**config.mk**
```make
export PLATFORM = sky130hd
export DESIGN_NAME = qepv_decoder
export DESIGN_NICKNAME = d
export VERILOG_FILES = /design/src/design/qepv_sync.sv /design/src/design/qepv_decoder.sv
export SDC_FILE = /design/constraint.sdc
export NUM_CORES = 1
export LEC_CHECK = 0
export BUFFER_PORTS_ARGS = -buffer_cell sky130_fd_sc_hd__buf_2
export CORE_MARGIN = 2
export CORE_UTILIZATION = 40
export CTS_CLUSTER_SIZE = 25
export DETAILED_ROUTE_END_ITERATION = 7
export PLACE_DENSITY = 0.7
export SYNTH_ARGS = -nofsm -noshare
export SYNTH_HDL_FRONTEND = slang
export SYNTH_SLANG_ARGS = --single-unit
```
**constraint.sdc**
```tcl
create_clock -name clock -period 5.6 [get_ports clock]
set_input_delay 0.28 -clock clock [delete_from_list [all_inputs] [get_ports clock]]
set_output_delay 0.28 -clock clock [all_outputs]
set_load 0.01 [all_outputs]
```
**src/design/qepv_sync.sv**
```systemverilog
//////////////////////////////////////////////////////////////////////////////
// Summary of operation
// - Velocity capture runs only while position tracking is also enabled.
// - Optional swap of the two phase lines before decoding.
// - Signal format zero decodes two quadrature lines, edge order gives direction.
// - Other format: first line is step clock, second is direction level.
// - Edge select counts first-phase edges only, or edges of both phases.
// - First phase leading counts up, second phase leading counts down.
// - Two edges on one phase without the other means direction changed.
// - Wrap option one: index clears position; either option takes backward from zero to the limit.
// - Wrap option zero: index only raises its event; either option wraps at the limit.
// - Velocity counts the same selected edges as the position tracker.
// - Timer counts down from load, raises event at zero, reloads.
// - Events: phase error, direction change, index pulse, timer expiry.
// - Each event has mask, raw status, masked status and clear.
// - Edges into velocity accumulator divided by two to the 3-bit prescale.
`timescale 1ns/10ps
package qepv_pkg;
  localparam int POS_W = 32;
  localparam int IRQ_W = 4;
  localparam int PRE_W = 8;
  localparam int DIV_W = 3;
  localparam int LINE_W = 3;
  // Line order in the synchroniser
  localparam int LN_A = 0;
  localparam int LN_B = 1;
  localparam int LN_IDX = 2;
  // Event bits
  localparam int EV_PHASE = 0;
  localparam int EV_DIR = 1;
  localparam int EV_INDEX = 2;
  localparam int EV_TIMER = 3;
  localparam logic [POS_W-1:0] POS_ZERO = 32'h0000_0000;
  localparam logic [POS_W-1:0] POS_ONE = 32'h0000_0001;
  localparam logic [PRE_W-1:0] PRE_ONE = 8'h01;
  localparam logic [PRE_W-1:0] PRE_ZERO = 8'h00;
  localparam logic [IRQ_W-1:0] IRQ_ZERO = 4'h0;

  typedef struct packed {
    logic             position_enable;
    logic             velocity_enable;
    logic             swap_phases;
    logic             signal_format_select;
    logic             edge_select_option;
    logic             position_wrap_option;
    logic [DIV_W-1:0] velocity_prescale;
  } qepv_ctrl_t;
endpackage

//////////////////////////////////////////////////////////////////////////////
module qepv_sync #(
  parameter int WIDTH = 3
) (
  // Clock and reset
  input  wire logic             clock,
  input  wire logic             reset,
  // Asynchronous lines in
  input  wire logic [WIDTH-1:0] raw_in,
  // Filtered level and one-cycle change pulse
  output logic      [WIDTH-1:0] level,
  output logic      [WIDTH-1:0] change
);
  logic [WIDTH-1:0] s1;
  logic [WIDTH-1:0] s2;
  logic [WIDTH-1:0] s3;
  logic [WIDTH-1:0] next_level;

  always_comb begin
    for (int i = 0; i < WIDTH; i++) begin
      change[i] = (s2[i] == s3[i]) && (s3[i] != level[i]);
      next_level[i] = change[i] ? s3[i] : level[i];
    end
  end

  always_ff @(posedge clock or posedge reset) begin
    if (reset) begin
      s1 <= '0;
      s2 <= '0;
      s3 <= '0;
      level <= '0;
    end else begin
      s1 <= raw_in;
      s2 <= s1;
      s3 <= s2;
      level <= next_level;
    end
  end
endmodule

```
**src/design/qepv_decoder.sv**
```systemverilog
`timescale 1ns/10ps
module qepv_decoder (
  // Clock and reset
  input  wire logic                            clock,
  input  wire logic                            reset,
  // Encoder lines
  input  wire logic                            first_quadrature_line,
  input  wire logic                            second_quadrature_line,
  input  wire logic                            home_marker_line,
  // Configuration
  input  wire qepv_pkg::qepv_ctrl_t            decoder_control,
  input  wire logic [qepv_pkg::POS_W-1:0]      position_limit_value,
  input  wire logic [qepv_pkg::POS_W-1:0]      velocity_period_load,
  // Event control
  input  wire logic [qepv_pkg::IRQ_W-1:0]      interrupt_mask,
  input  wire logic [qepv_pkg::IRQ_W-1:0]      interrupt_clear,
  // Position and velocity
  output logic      [qepv_pkg::POS_W-1:0]      position,
  output logic                                 direction,
  output logic      [qepv_pkg::POS_W-1:0]      velocity_result,
  output logic      [qepv_pkg::POS_W-1:0]      velocity_accumulator,
  output logic      [qepv_pkg::POS_W-1:0]      velocity_timer,
  // Event status
  output logic      [qepv_pkg::IRQ_W-1:0]      raw_status,
  output logic      [qepv_pkg::IRQ_W-1:0]      masked_status,
  output logic                                 interrupt_request
);
  logic [qepv_pkg::LINE_W-1:0] lvl;
  logic [qepv_pkg::LINE_W-1:0] chg;
  logic [qepv_pkg::LINE_W-1:0] now_lvl;
  logic                        a_lvl;
  logic                        b_lvl;
  logic                        a_chg;
  logic                        b_chg;
  logic                        quad;
  logic                        step;
  logic                        step_fwd;
  logic                        phase_err;
  logic                        dir_event;
  logic                        idx_rise;
  logic                        idx_clear;
  logic                        vel_run;
  logic                        period_end;
  logic [qepv_pkg::PRE_W-1:0]  pre_cnt;
  logic [qepv_pkg::PRE_W-1:0]  pre_top;
  logic [qepv_pkg::PRE_W-1:0]  next_pre_cnt;
  logic [qepv_pkg::IRQ_W-1:0]  events;
  logic [qepv_pkg::POS_W-1:0]  next_position;
  logic                        next_direction;
  logic [qepv_pkg::POS_W-1:0]  next_result;
  logic [qepv_pkg::POS_W-1:0]  next_accum;
  logic [qepv_pkg::POS_W-1:0]  next_timer;
  logic [qepv_pkg::IRQ_W-1:0]  next_raw;

  qepv_sync #(
    .WIDTH (qepv_pkg::LINE_W)
  ) u_sync (
    .clock  (clock),
    .reset  (reset),
    .raw_in ({home_marker_line, second_quadrature_line, first_quadrature_line}),
    .level  (lvl),
    .change (chg)
  );

  //////////////////////////////////////////////////////////////////////////////
  // Edge decode
  always_comb begin
    // Filtered level still holds the old value while its change pulse is high
    now_lvl = lvl ^ chg;
    a_lvl = decoder_control.swap_phases ? now_lvl[qepv_pkg::LN_B] : now_lvl[qepv_pkg::LN_A];
    b_lvl = decoder_control.swap_phases ? now_lvl[qepv_pkg::LN_A] : now_lvl[qepv_pkg::LN_B];
    a_chg = decoder_control.swap_phases ? chg[qepv_pkg::LN_B] : chg[qepv_pkg::LN_A];
    b_chg = decoder_control.swap_phases ? chg[qepv_pkg::LN_A] : chg[qepv_pkg::LN_B];
    quad = !decoder_control.signal_format_select;
    phase_err = decoder_control.position_enable && quad && a_chg && b_chg;
    if (quad) begin
      step = decoder_control.position_enable && !phase_err &&
             (a_chg || (b_chg && decoder_control.edge_select_option));
      step_fwd = a_chg ? (a_lvl ^ b_lvl) : !(a_lvl ^ b_lvl);
    end else begin
      // step clock on rising edge, low direction level counts up
      step = decoder_control.position_enable && a_chg && a_lvl;
      step_fwd = !b_lvl;
    end
    // repeated edge on one phase flips the sense
    dir_event = decoder_control.position_enable && !phase_err && (a_chg || b_chg) &&
                (quad || step) && (step_fwd != direction);
    idx_rise = chg[qepv_pkg::LN_IDX] && now_lvl[qepv_pkg::LN_IDX] && decoder_control.position_enable;
    // index clears position only with wrap option one, it still raises its event
    idx_clear = idx_rise && decoder_control.position_wrap_option;
  end

  //////////////////////////////////////////////////////////////////////////////
  // Position
  always_comb begin
    next_position = position;
    next_direction = dir_event ? step_fwd : direction;
    if (idx_clear) begin
      next_position = qepv_pkg::POS_ZERO;
    end else if (step && step_fwd) begin
      next_position = (position >= position_limit_value) ? qepv_pkg::POS_ZERO : position + qepv_pkg::POS_ONE;
    end else if (step) begin
      // backward from zero lands on the limit
      next_position = (position == qepv_pkg::POS_ZERO) ? position_limit_value : position - qepv_pkg::POS_ONE;
    end
  end

  always_ff @(posedge clock or posedge reset) begin
    if (reset) begin
      position <= '0;
      direction <= 1'b0;
    end else begin
      position <= next_position;
      direction <= next_direction;
    end
  end

  //////////////////////////////////////////////////////////////////////////////
  // Velocity
  always_comb begin
    vel_run = decoder_control.velocity_enable && decoder_control.position_enable;
    pre_top = (qepv_pkg::PRE_ONE << decoder_control.velocity_prescale) - qepv_pkg::PRE_ONE;
    period_end = vel_run && (velocity_timer == qepv_pkg::POS_ZERO);
    next_pre_cnt = pre_cnt;
    next_accum = velocity_accumulator;
    next_result = velocity_result;
    next_timer = velocity_timer - qepv_pkg::POS_ONE;
    if (!vel_run) begin
      next_pre_cnt = qepv_pkg::PRE_ZERO;
      next_accum = qepv_pkg::POS_ZERO;
      next_timer = velocity_period_load;
    end else begin
      if (period_end) begin
        next_result = velocity_accumulator;
        next_accum = qepv_pkg::POS_ZERO;
        next_timer = velocity_period_load;
      end
      if (step) begin
        if (pre_cnt >= pre_top) begin
          next_pre_cnt = qepv_pkg::PRE_ZERO;
          next_accum = next_accum + qepv_pkg::POS_ONE;
        end else begin
          next_pre_cnt = pre_cnt + qepv_pkg::PRE_ONE;
        end
      end
    end
  end

  always_ff @(posedge clock or posedge reset) begin
    if (reset) begin
      pre_cnt <= '0;
      velocity_accumulator <= '0;
      velocity_result <= '0;
      velocity_timer <= '0;
    end else begin
      pre_cnt <= next_pre_cnt;
      velocity_accumulator <= next_accum;
      velocity_result <= next_result;
      velocity_timer <= next_timer;
    end
  end

  //////////////////////////////////////////////////////////////////////////////
  // Event status
  always_comb begin
    events = qepv_pkg::IRQ_ZERO;
    events[qepv_pkg::EV_PHASE] = phase_err;
    events[qepv_pkg::EV_DIR] = dir_event;
    events[qepv_pkg::EV_INDEX] = idx_rise;
    events[qepv_pkg::EV_TIMER] = period_end;
    next_raw = (raw_status & ~interrupt_clear) | events;
  end

  always_ff @(posedge clock or posedge reset) begin
    if (reset) begin
      raw_status <= '0;
      masked_status <= '0;
      interrupt_request <= 1'b0;
    end else begin
      raw_status <= next_raw;
      masked_status <= next_raw & interrupt_mask;
      interrupt_request <= |(next_raw & interrupt_mask);
    end
  end
endmodule

```
==> out/qor.csv, run 1 <==
stage,metric,value,unit
clock_network,cts_resized,0,
sta,min_period,3640,ps
sta,fin_tns_setup,0,ps
place,port-buffer-count,223,
job,max_cap_viol_count,0,
clock_network,clock-sinks,158,
critical_path,worst_setup_path_start_kind,register,
final_layout,drive_gt1_frac,0.218,
pwr,power.share.combinational,0.313,
die,boundaryPins,224,
pwr,vdd_ir_drop_max,0.000159,V
die,rows,58,
sta,rsz0062_at_grt,false,
pwr,leakagePower,5.69,nW
sta,tightest_slew,1190,ps
synthesis,ys_async_sr_fraction,1.00,
route,routed_wl,31.1,mm
critical_path,r2r_setup_slack,1960,ps
route,ant_nets,0,
critical_path,critPathKind,register to register,
synthesis,ys.flop_type,dfrtp_1,
die,start_util,0.409,
grt,grt_max_degree,102,
final_layout,area_growth,18.1,%
critical_path,r2r-end,position[29],
clock_network,cts_tree,done,
pwr,power,4.01,mW
die,die_y,165,um
route,drc,0,
synthesis,synth-seq-cells,158,
sta,finClkSkew,12.7,ps
clock_network,clk_path_buf_depth,2,
sta,slew_viol_final,0,
grt,grt_util_all_layers,0.229,
sta,max_freq,0.274,GHz
sta,finalHoldViolations,0,
route,num_vias,10100,
die,die_w,165,um
critical_path,reg2reg_depth,7,
synthesis,yosysMostFrequentCell,nand2_1,
pwr,p_int,2.38,mW
critical_path,path_max_fanout,28,
synthesis,synth_edf_count,0,
min_path,worstHoldPathType,input pin to async pin,
final_layout,final_nets,1539,
place,post-dp-hpwl,22.1,mm
pwr,switchingPower,1.63,mW
pwr,clockPowerShare,0.291,
route,drtIter0Drc,640,
grt,grt-ovfl-total,0,
clock_network,htree_levels,4,
sta,finalSetupViolations,0,
synthesis,netlist_instances,1220,
run_status,status,finished clean,
synthesis,synth_top_area_frac,0.382,
critical_path,cp-end-kind,register,
die,dieArea,0.0272,mm2
synthesis,synth_area_leaders,"dfrtp_1 38%, nand2_1 7.3%, ha_1 5.7%",
final_layout,finalNonFillerCells,1750,
clock_network,cts-root-buf,clkbuf_16,
pwr,p_seq_frac,0.396,
place,gp_congestion,0.862,
critical_path,critPathArrivalTime,3950,ps
die,core,0.0253,mm2
synthesis,synth_common_cells,"202 x nand2_1, 158 x dfrtp_1, 80 x o21ai_0",
synthesis,yosys.area.top_type,dfrtp_1,
route,dr.pass1.iters,6,
critical_path,required,5910,ps
sta,min_period_over_period,0.651,
sta,max_slew_margin,0.203,
clock_network,clkLatencyLatePin,430,ps
clock_network,post_cts_buffers,0,
clock_network,cts_buffers,17,
place,dpl.cell_count,1714,
grt,antenna_found_initial,2,
grt,grt_pass1_vias,9562,
final_layout,fill_cells,2436,
synthesis,synth_area_per_cell,8.49,um2
pwr,power.density,328,mW/mm2
synthesis,synth_fp_nets,1353,
synthesis,seq_area_frac_synth,0.382,
grt,grt_pass1_wl,49.5,mm
critical_path,timing.rr.start,position[28],
pwr,power.share.switching,0.407,
route,avgRoutedWirePerCell,17.8,um
synthesis,synth_cell_type_count,86,
synthesis,synthesis.area,0.0104,mm2
synthesis,yosysWarnings,0,
clock_network,clkTransAtPathRegs,80,ps
route,viasPerCell,5.76,
[layer usage]
layer | global-route usage | vias up | routed length, um
met5 | 0 | - | 13
met4 | 0.0672 | 2 | 593
met3 | 0.0532 | 53 | 2440
met2 | 0.381 | 396 | 15100
met1 | 0.298 | 4845 | 13000
li1 | - | 4791 | -
[power by group through the flow]
stage / clock network (mW) / registers [mW] / logic [mW]
after floorplan: 0 / 1.49 / 0.955
after global placement: 0 / 1.59 / 1.23
after detailed placement: 0 / 1.60 / 1.25
after CTS: 1.18 / 1.58 / 1.25
after global routing: 1.24 / 1.62 / 1.39
final: 1.17 / 1.59 / 1.26
[cell usage in the layout (no fill, tap or decap), types with 33 or more instances in the layout]
master | netlist | final
inv_1 | 64 | 63
ha_1 | 47 | 47
xnor2_1 | 36 | 36
buf_2 | 29 | 223
nor2_1 | 76 | 76
a21oi_1 | 56 | 56
nand2_1 | 202 | 201
nand3_1 | 44 | 44
o21ai_0 | 80 | 79
nor3_1 | 33 | 33
dfrtp_1 | 158 | 158
[critical path: stages (launching register included)]
cell	delay, ps
dfrtp_1	510
ha_1	350
nand4_1	200
or3b_2	540
nor4_1	500
a21o_1	840
o21ai_0	220
a221o_1	370
[cell families after synthesis]
| group | share of synthesized area |
|---|---|
| xor gates and xnor gates | 0.0482 |
| other | 0.000362 |
| AOI/OAI and AO/OA | 0.191 |
| buffers and inverters | 0.0582 |
| and+or+nand+nor | 0.259 |
| muxes | 0.00193 |
| adders and majority gates | 0.0597 |
| DFF | 0.382 |
[final cells by class]
class                   instances  area, um2  share of cell area
clock inverters                14        144              0.0118
clock buffers                  18        429              0.0351
diodes                          1       2.50            0.000205
multi-input cells             927       5810               0.475
repair buffers                238       1240               0.101
flip-flops and latches        158       3950               0.323
well taps                     330        413              0.0338
inverters                      64        245              0.0201
[flip-flops by register name, indices dropped and copies added, names as in the netlist, 4 cells and up]
name,flops
masked_status,4
position,32
pre_cnt,8
raw_status,4
velocity_accumulator,32
velocity_result,32
velocity_timer,32
[stage by stage]
step / setup WS, ps / hold slack, ps / instance area (um2) / util
after global placement: 2210 / 332 / 11600 / 0.459
after CTS: 2030 / 36.5 / 12200 / 0.483
after floorplan: 1060 / 311 / 10400 / -
after global routing: 1830 / 33.1 / 12200 / 0.483
final: 1960 / 5.92 / 12200 / 0.483
after detailed placement: 2030 / 337 / 11600 / 0.459
[worst max path at each step]
stage	depth (start not counted)	to	from
3_3_place_gp	7	position[29]	position[24]
4_1_cts	7	position[29]	position[24]
3_5_place_dp	7	position[29]	position[28]
5_1_grt	10	velocity_accumulator[12]	velocity_timer[6]
2_1_floorplan	1	direction	reset
6_report	7	position[29]	position[28]
[repair_timing]
item,CTS,global route
hold buffers,3,0
hold endpoints to repair,3,0
endpoints found under the setup margin,0,0
Power figures use the tool's default switching activity.
==> inputs of run 2 (changes only) <==
--- a/config.mk
+++ b/config.mk
@@ -5,12 +5,13 @@
 export SDC_FILE = /design/constraint.sdc
 export NUM_CORES = 1
 export LEC_CHECK = 0
+export ABC_AREA = 1
 export BUFFER_PORTS_ARGS = -buffer_cell sky130_fd_sc_hd__buf_2
 export CORE_MARGIN = 2
 export CORE_UTILIZATION = 40
 export CTS_CLUSTER_SIZE = 25
 export DETAILED_ROUTE_END_ITERATION = 7
-export PLACE_DENSITY = 0.7
+export PLACE_DENSITY = 0.71
 export SYNTH_ARGS = -nofsm -noshare
 export SYNTH_HDL_FRONTEND = slang
 export SYNTH_SLANG_ARGS = --single-unit
==> constraint.sdc (replaced) <==
create_clock -name clock -period 3 [get_ports clock]
set_input_delay 0.15 -clock clock [delete_from_list [all_inputs] [get_ports clock]]
set_output_delay 0.15 -clock clock [all_outputs]
set_load 0.01 [all_outputs]
==> run 2 against run 1 <==
  * The run now ends with negative hold slack left
  * Sequential power rose by 77%
  * Clock skew fell by 1.2 ps
  * First-iteration DRC count rose by 20%
  * Hold slack got worse by 87 ps
  * Clock power rose by 110%
  * Power rose by 100%
  * Wire length rose by 9.0%
  * Global-route usage rose by 0.35 points
  * Synthesized cell count rose by 30%
==> out/qor.csv, run 2 <==
stage,metric,value,unit,change
grt,antenna_found_initial,1,,was 2
clock_network,cts-root-buf,clkbuf_16,,unchanged
final_layout,layout_common_cells,"343 x nand2_1, 255 x nor2_1, 223 x buf_2, 187 x inv_1, 158 x dfrtp_1",,"was 223 x buf_2, 201 x nand2_1, 158 x dfrtp_1, 79 x o21ai_0, 76 x nor2_1"
final_layout,drive_gt1_frac,0.188,,was 0.218
critical_path,required,3370,ps,was 5910 ps
route,drtIter0Drc,771,,was 640
critical_path,worst_setup_path_start_kind,register,,unchanged
route,ant_nets,0,,unchanged
route,viasPerCell,5.11,,was 5.76
sta,slew_viol_final,0,,unchanged
sta,min_period,2670,ps,was 3640 ps
sta,min_period_over_period,0.891,,was 0.651
synthesis,synth_area_per_cell,7.03,um2,was 8.49 um2
place,post-dp-hpwl,24.5,mm,was 22.1 mm
critical_path,path_max_fanout,46,,was 28
synthesis,seq_area_frac_synth,0.354,,was 0.382
grt,grt-ovfl-total,0,,unchanged
final_layout,final_nets,1970,,was 1539
die,core,0.0276,mm2,was 0.0253 mm2
die,die_w,171,um,was 165 um
synthesis,netlist_instances,1591,,was 1220
grt,grt_pass1_vias,10900,,was 9562
clock_network,htree_levels,4,,unchanged
clock_network,clock-sinks,158,,unchanged
grt,grt_pass1_wl,54.4,mm,was 49.5 mm
sta,max_slew_margin,0.361,,was 0.203
synthesis,synthesis.area,0.0112,mm2,was 0.0104 mm2
sta,finalSetupViolations,0,,unchanged
critical_path,critPathKind,register to register,,unchanged
die,boundaryPins,224,,unchanged
route,num_vias,11400,,was 10100
pwr,vdd_ir_drop_max,0.000251,V,was 0.000159 V
min_path,worstHoldPathType,input pin to async pin,,unchanged
final_layout,layout_commonest_cell,nand2_1,,was buf_2
critical_path,cp-end-kind,register,,unchanged
sta,hold_ws,-80.9,ps,was 5.92 ps
place,gp_congestion,0.919,,was 0.862
final_layout,fill_cells,2741,,was 2436
synthesis,yosysWarnings,0,,unchanged
synthesis,synth_top_area_frac,0.354,,was 0.382
run_status,violations,negative hold slack,,
clock_network,cts_resized,0,,unchanged
grt,grt_util_all_layers,0.233,,was 0.229
sta,finalHoldViolations,25,,was 0
critical_path,critPathArrivalTime,3050,ps,was 3950 ps
synthesis,synth_area_leaders,"dfrtp_1 35%, nand2_1 12%, nor2_1 8.6%",,"was dfrtp_1 38%, nand2_1 7.3%, ha_1 5.7%"
pwr,leakagePower,7.01,nW,was 5.69 nW
die,rows,61,,was 58
place,port-buffer-count,223,,unchanged
die,die_y,171,um,was 165 um
synthesis,synth_fp_nets,1724,,was 1353
clock_network,clkTransAtPathRegs,70,ps,was 80 ps
route,drc,0,,unchanged
pwr,power.density,595,mW/mm2,was 328 mW/mm2
route,avgRoutedWirePerCell,15.2,um,was 17.8 um
synthesis,ys_async_sr_fraction,1.00,,unchanged
sta,fin_tns_setup,0,ps,unchanged
final_layout,area_growth,22.4,%,was 18.1%
synthesis,yosysMostFrequentCell,nand2_1,,unchanged
route,routed_wl,34.0,mm,was 31.1 mm
die,start_util,0.405,,was 0.409
die,dieArea,0.0293,mm2,was 0.0272 mm2
job,max_cap_viol_count,0,,unchanged
synthesis,ys.flop_type,dfrtp_1,,unchanged
sta,finClkSkew,11.5,ps,was 12.7 ps
run_status,status,finished with violations,,was finished clean
sta,max_freq,0.374,GHz,was 0.274 GHz
sta,tightest_slew,959,ps,was 1190 ps
synthesis,synth_edf_count,0,,unchanged
synthesis,synth_cell_type_count,51,,was 86
clock_network,clk_path_buf_depth,2,,unchanged
synthesis,synth-seq-cells,158,,unchanged
synthesis,yosys.area.top_type,dfrtp_1,,unchanged
clock_network,clkLatencyLatePin,450,ps,was 430 ps
clock_network,cts_tree,done,,unchanged
route,dr.pass1.iters,7,,was 6
sta,rsz0062_at_grt,false,,unchanged
synthesis,synth_common_cells,"343 x nand2_1, 255 x nor2_1, 188 x inv_1",,"was 202 x nand2_1, 158 x dfrtp_1, 80 x o21ai_0"
clock_network,cts_buffers,17,,unchanged
clock_network,post_cts_buffers,0,,unchanged
grt,grt_max_degree,159,,was 102
-- run 2: cell count changes after synthesis, moves of 14 or more --
| cell | change |
|---|---|
| inv_1 | +124 |
| nor2_1 | +179 |
| and3_1 | -16 |
| o21ai_0 | +20 |
| xnor2_1 | -23 |
| nand2_1 | +141 |
| or4_1 | -16 |
| o31ai_1 | -17 |
| nor2_2 | +14 |
| nor4_1 | -16 |
| or3_1 | -27 |
| xor2_1 | +37 |
| nand3_1 | +57 |
-- run 2: cell families (layout without fill, tap and decap cells) --
| logic type | Yosys count | in the layout | share of synthesized area |
|---|---|---|---|
| xor gates and xnor gates | 71 | 71 | 0.0556 |
| AOI/OAI and AO/OA | 225 | 225 | 0.110 |
| buffers and inverters | 257 | 515 | 0.0939 |
| DFF | 158 | 158 | 0.354 |
| adders and majority gates | 47 | 47 | 0.0526 |
| muxes | 3 | 3 | 0.00268 |
| and+or+nand+nor | 829 | 830 | 0.332 |
| other | 1 | 2 | 0.000335 |
-- run 2: power breakdown --
part | leakage, nW | internal [mW] | switching, mW
registers | 2.07 | 2.37 | 0.456
clock network | 0.310 | 1.37 | 1.04
logic | 4.64 | 1.11 | 1.81
-- run 2: critical path: stages, from the launching register on --
cell and delay [ps]:
dfrtp_1 380, inv_1 90, ha_1 200, nor3b_1 140, nand2_1 70, nor2_1 40, nand2_2 120, buf_4 480
nand2_1 210, nor2_1 280, nand2_1 100, nor2_2 140, nand3_1 110, nand2_1 80, nand2_1 50, nor2_1 90
-- run 2: routing by layer --
metal,share of wire,up-vias,GRT usage
li1,-,5613,-
met1,0.43,5320,0.296
met2,0.48,379,0.394
met3,0.059,69,0.0410
met4,0.030,0,0.0914
met5,0,-,0
-- run 2: through the flow --
step           utilization  cells  power, mW  setup WS [ps]  instance area (um2)
2_1_floorplan            -   1591       4.79            330                11200
6_report             0.496   2229       8.15            328                13700
3_5_place_dp         0.458   2155       5.70            219                12600
4_1_cts              0.495   2227       8.17            202                13700
3_3_place_gp         0.458   2155       5.63            337                12600
5_1_grt              0.496   2229       8.71            103                13700
-- run 2: area by class of cell --
cell class	instances	area [um2]	share of cell area
clock inverters	14	195	0.0143
inverters	198	747	0.0546
diodes	1	2.50	0.000183
clock buffers	18	439	0.0321
repair buffers	285	1690	0.124
multi-input cells	1177	6190	0.452
flip-flops and latches	158	3950	0.289
well taps	378	473	0.0345
-- run 2: what timing repair did --
item,CTS,global route
endpoints found under the setup margin,0,1
hold buffers,40,0
endpoints found under the hold margin,41,0
-- run 2: final timing paths --
check                                         start                        to  slack, ps  cells after the start
min reg2reg                            u_sync.s1[0]              u_sync.s2[0]        370                      0
max reg2reg                       velocity_timer[0]  velocity_accumulator[30]        330                     15
min                                           reset               position[4]        -80                      3
min in group clock         velocity_period_load[26]        velocity_timer[26]         30                      3
max in group asynchronous                     reset       velocity_result[14]       2350                      3
max                               velocity_timer[0]  velocity_accumulator[30]        330                     15
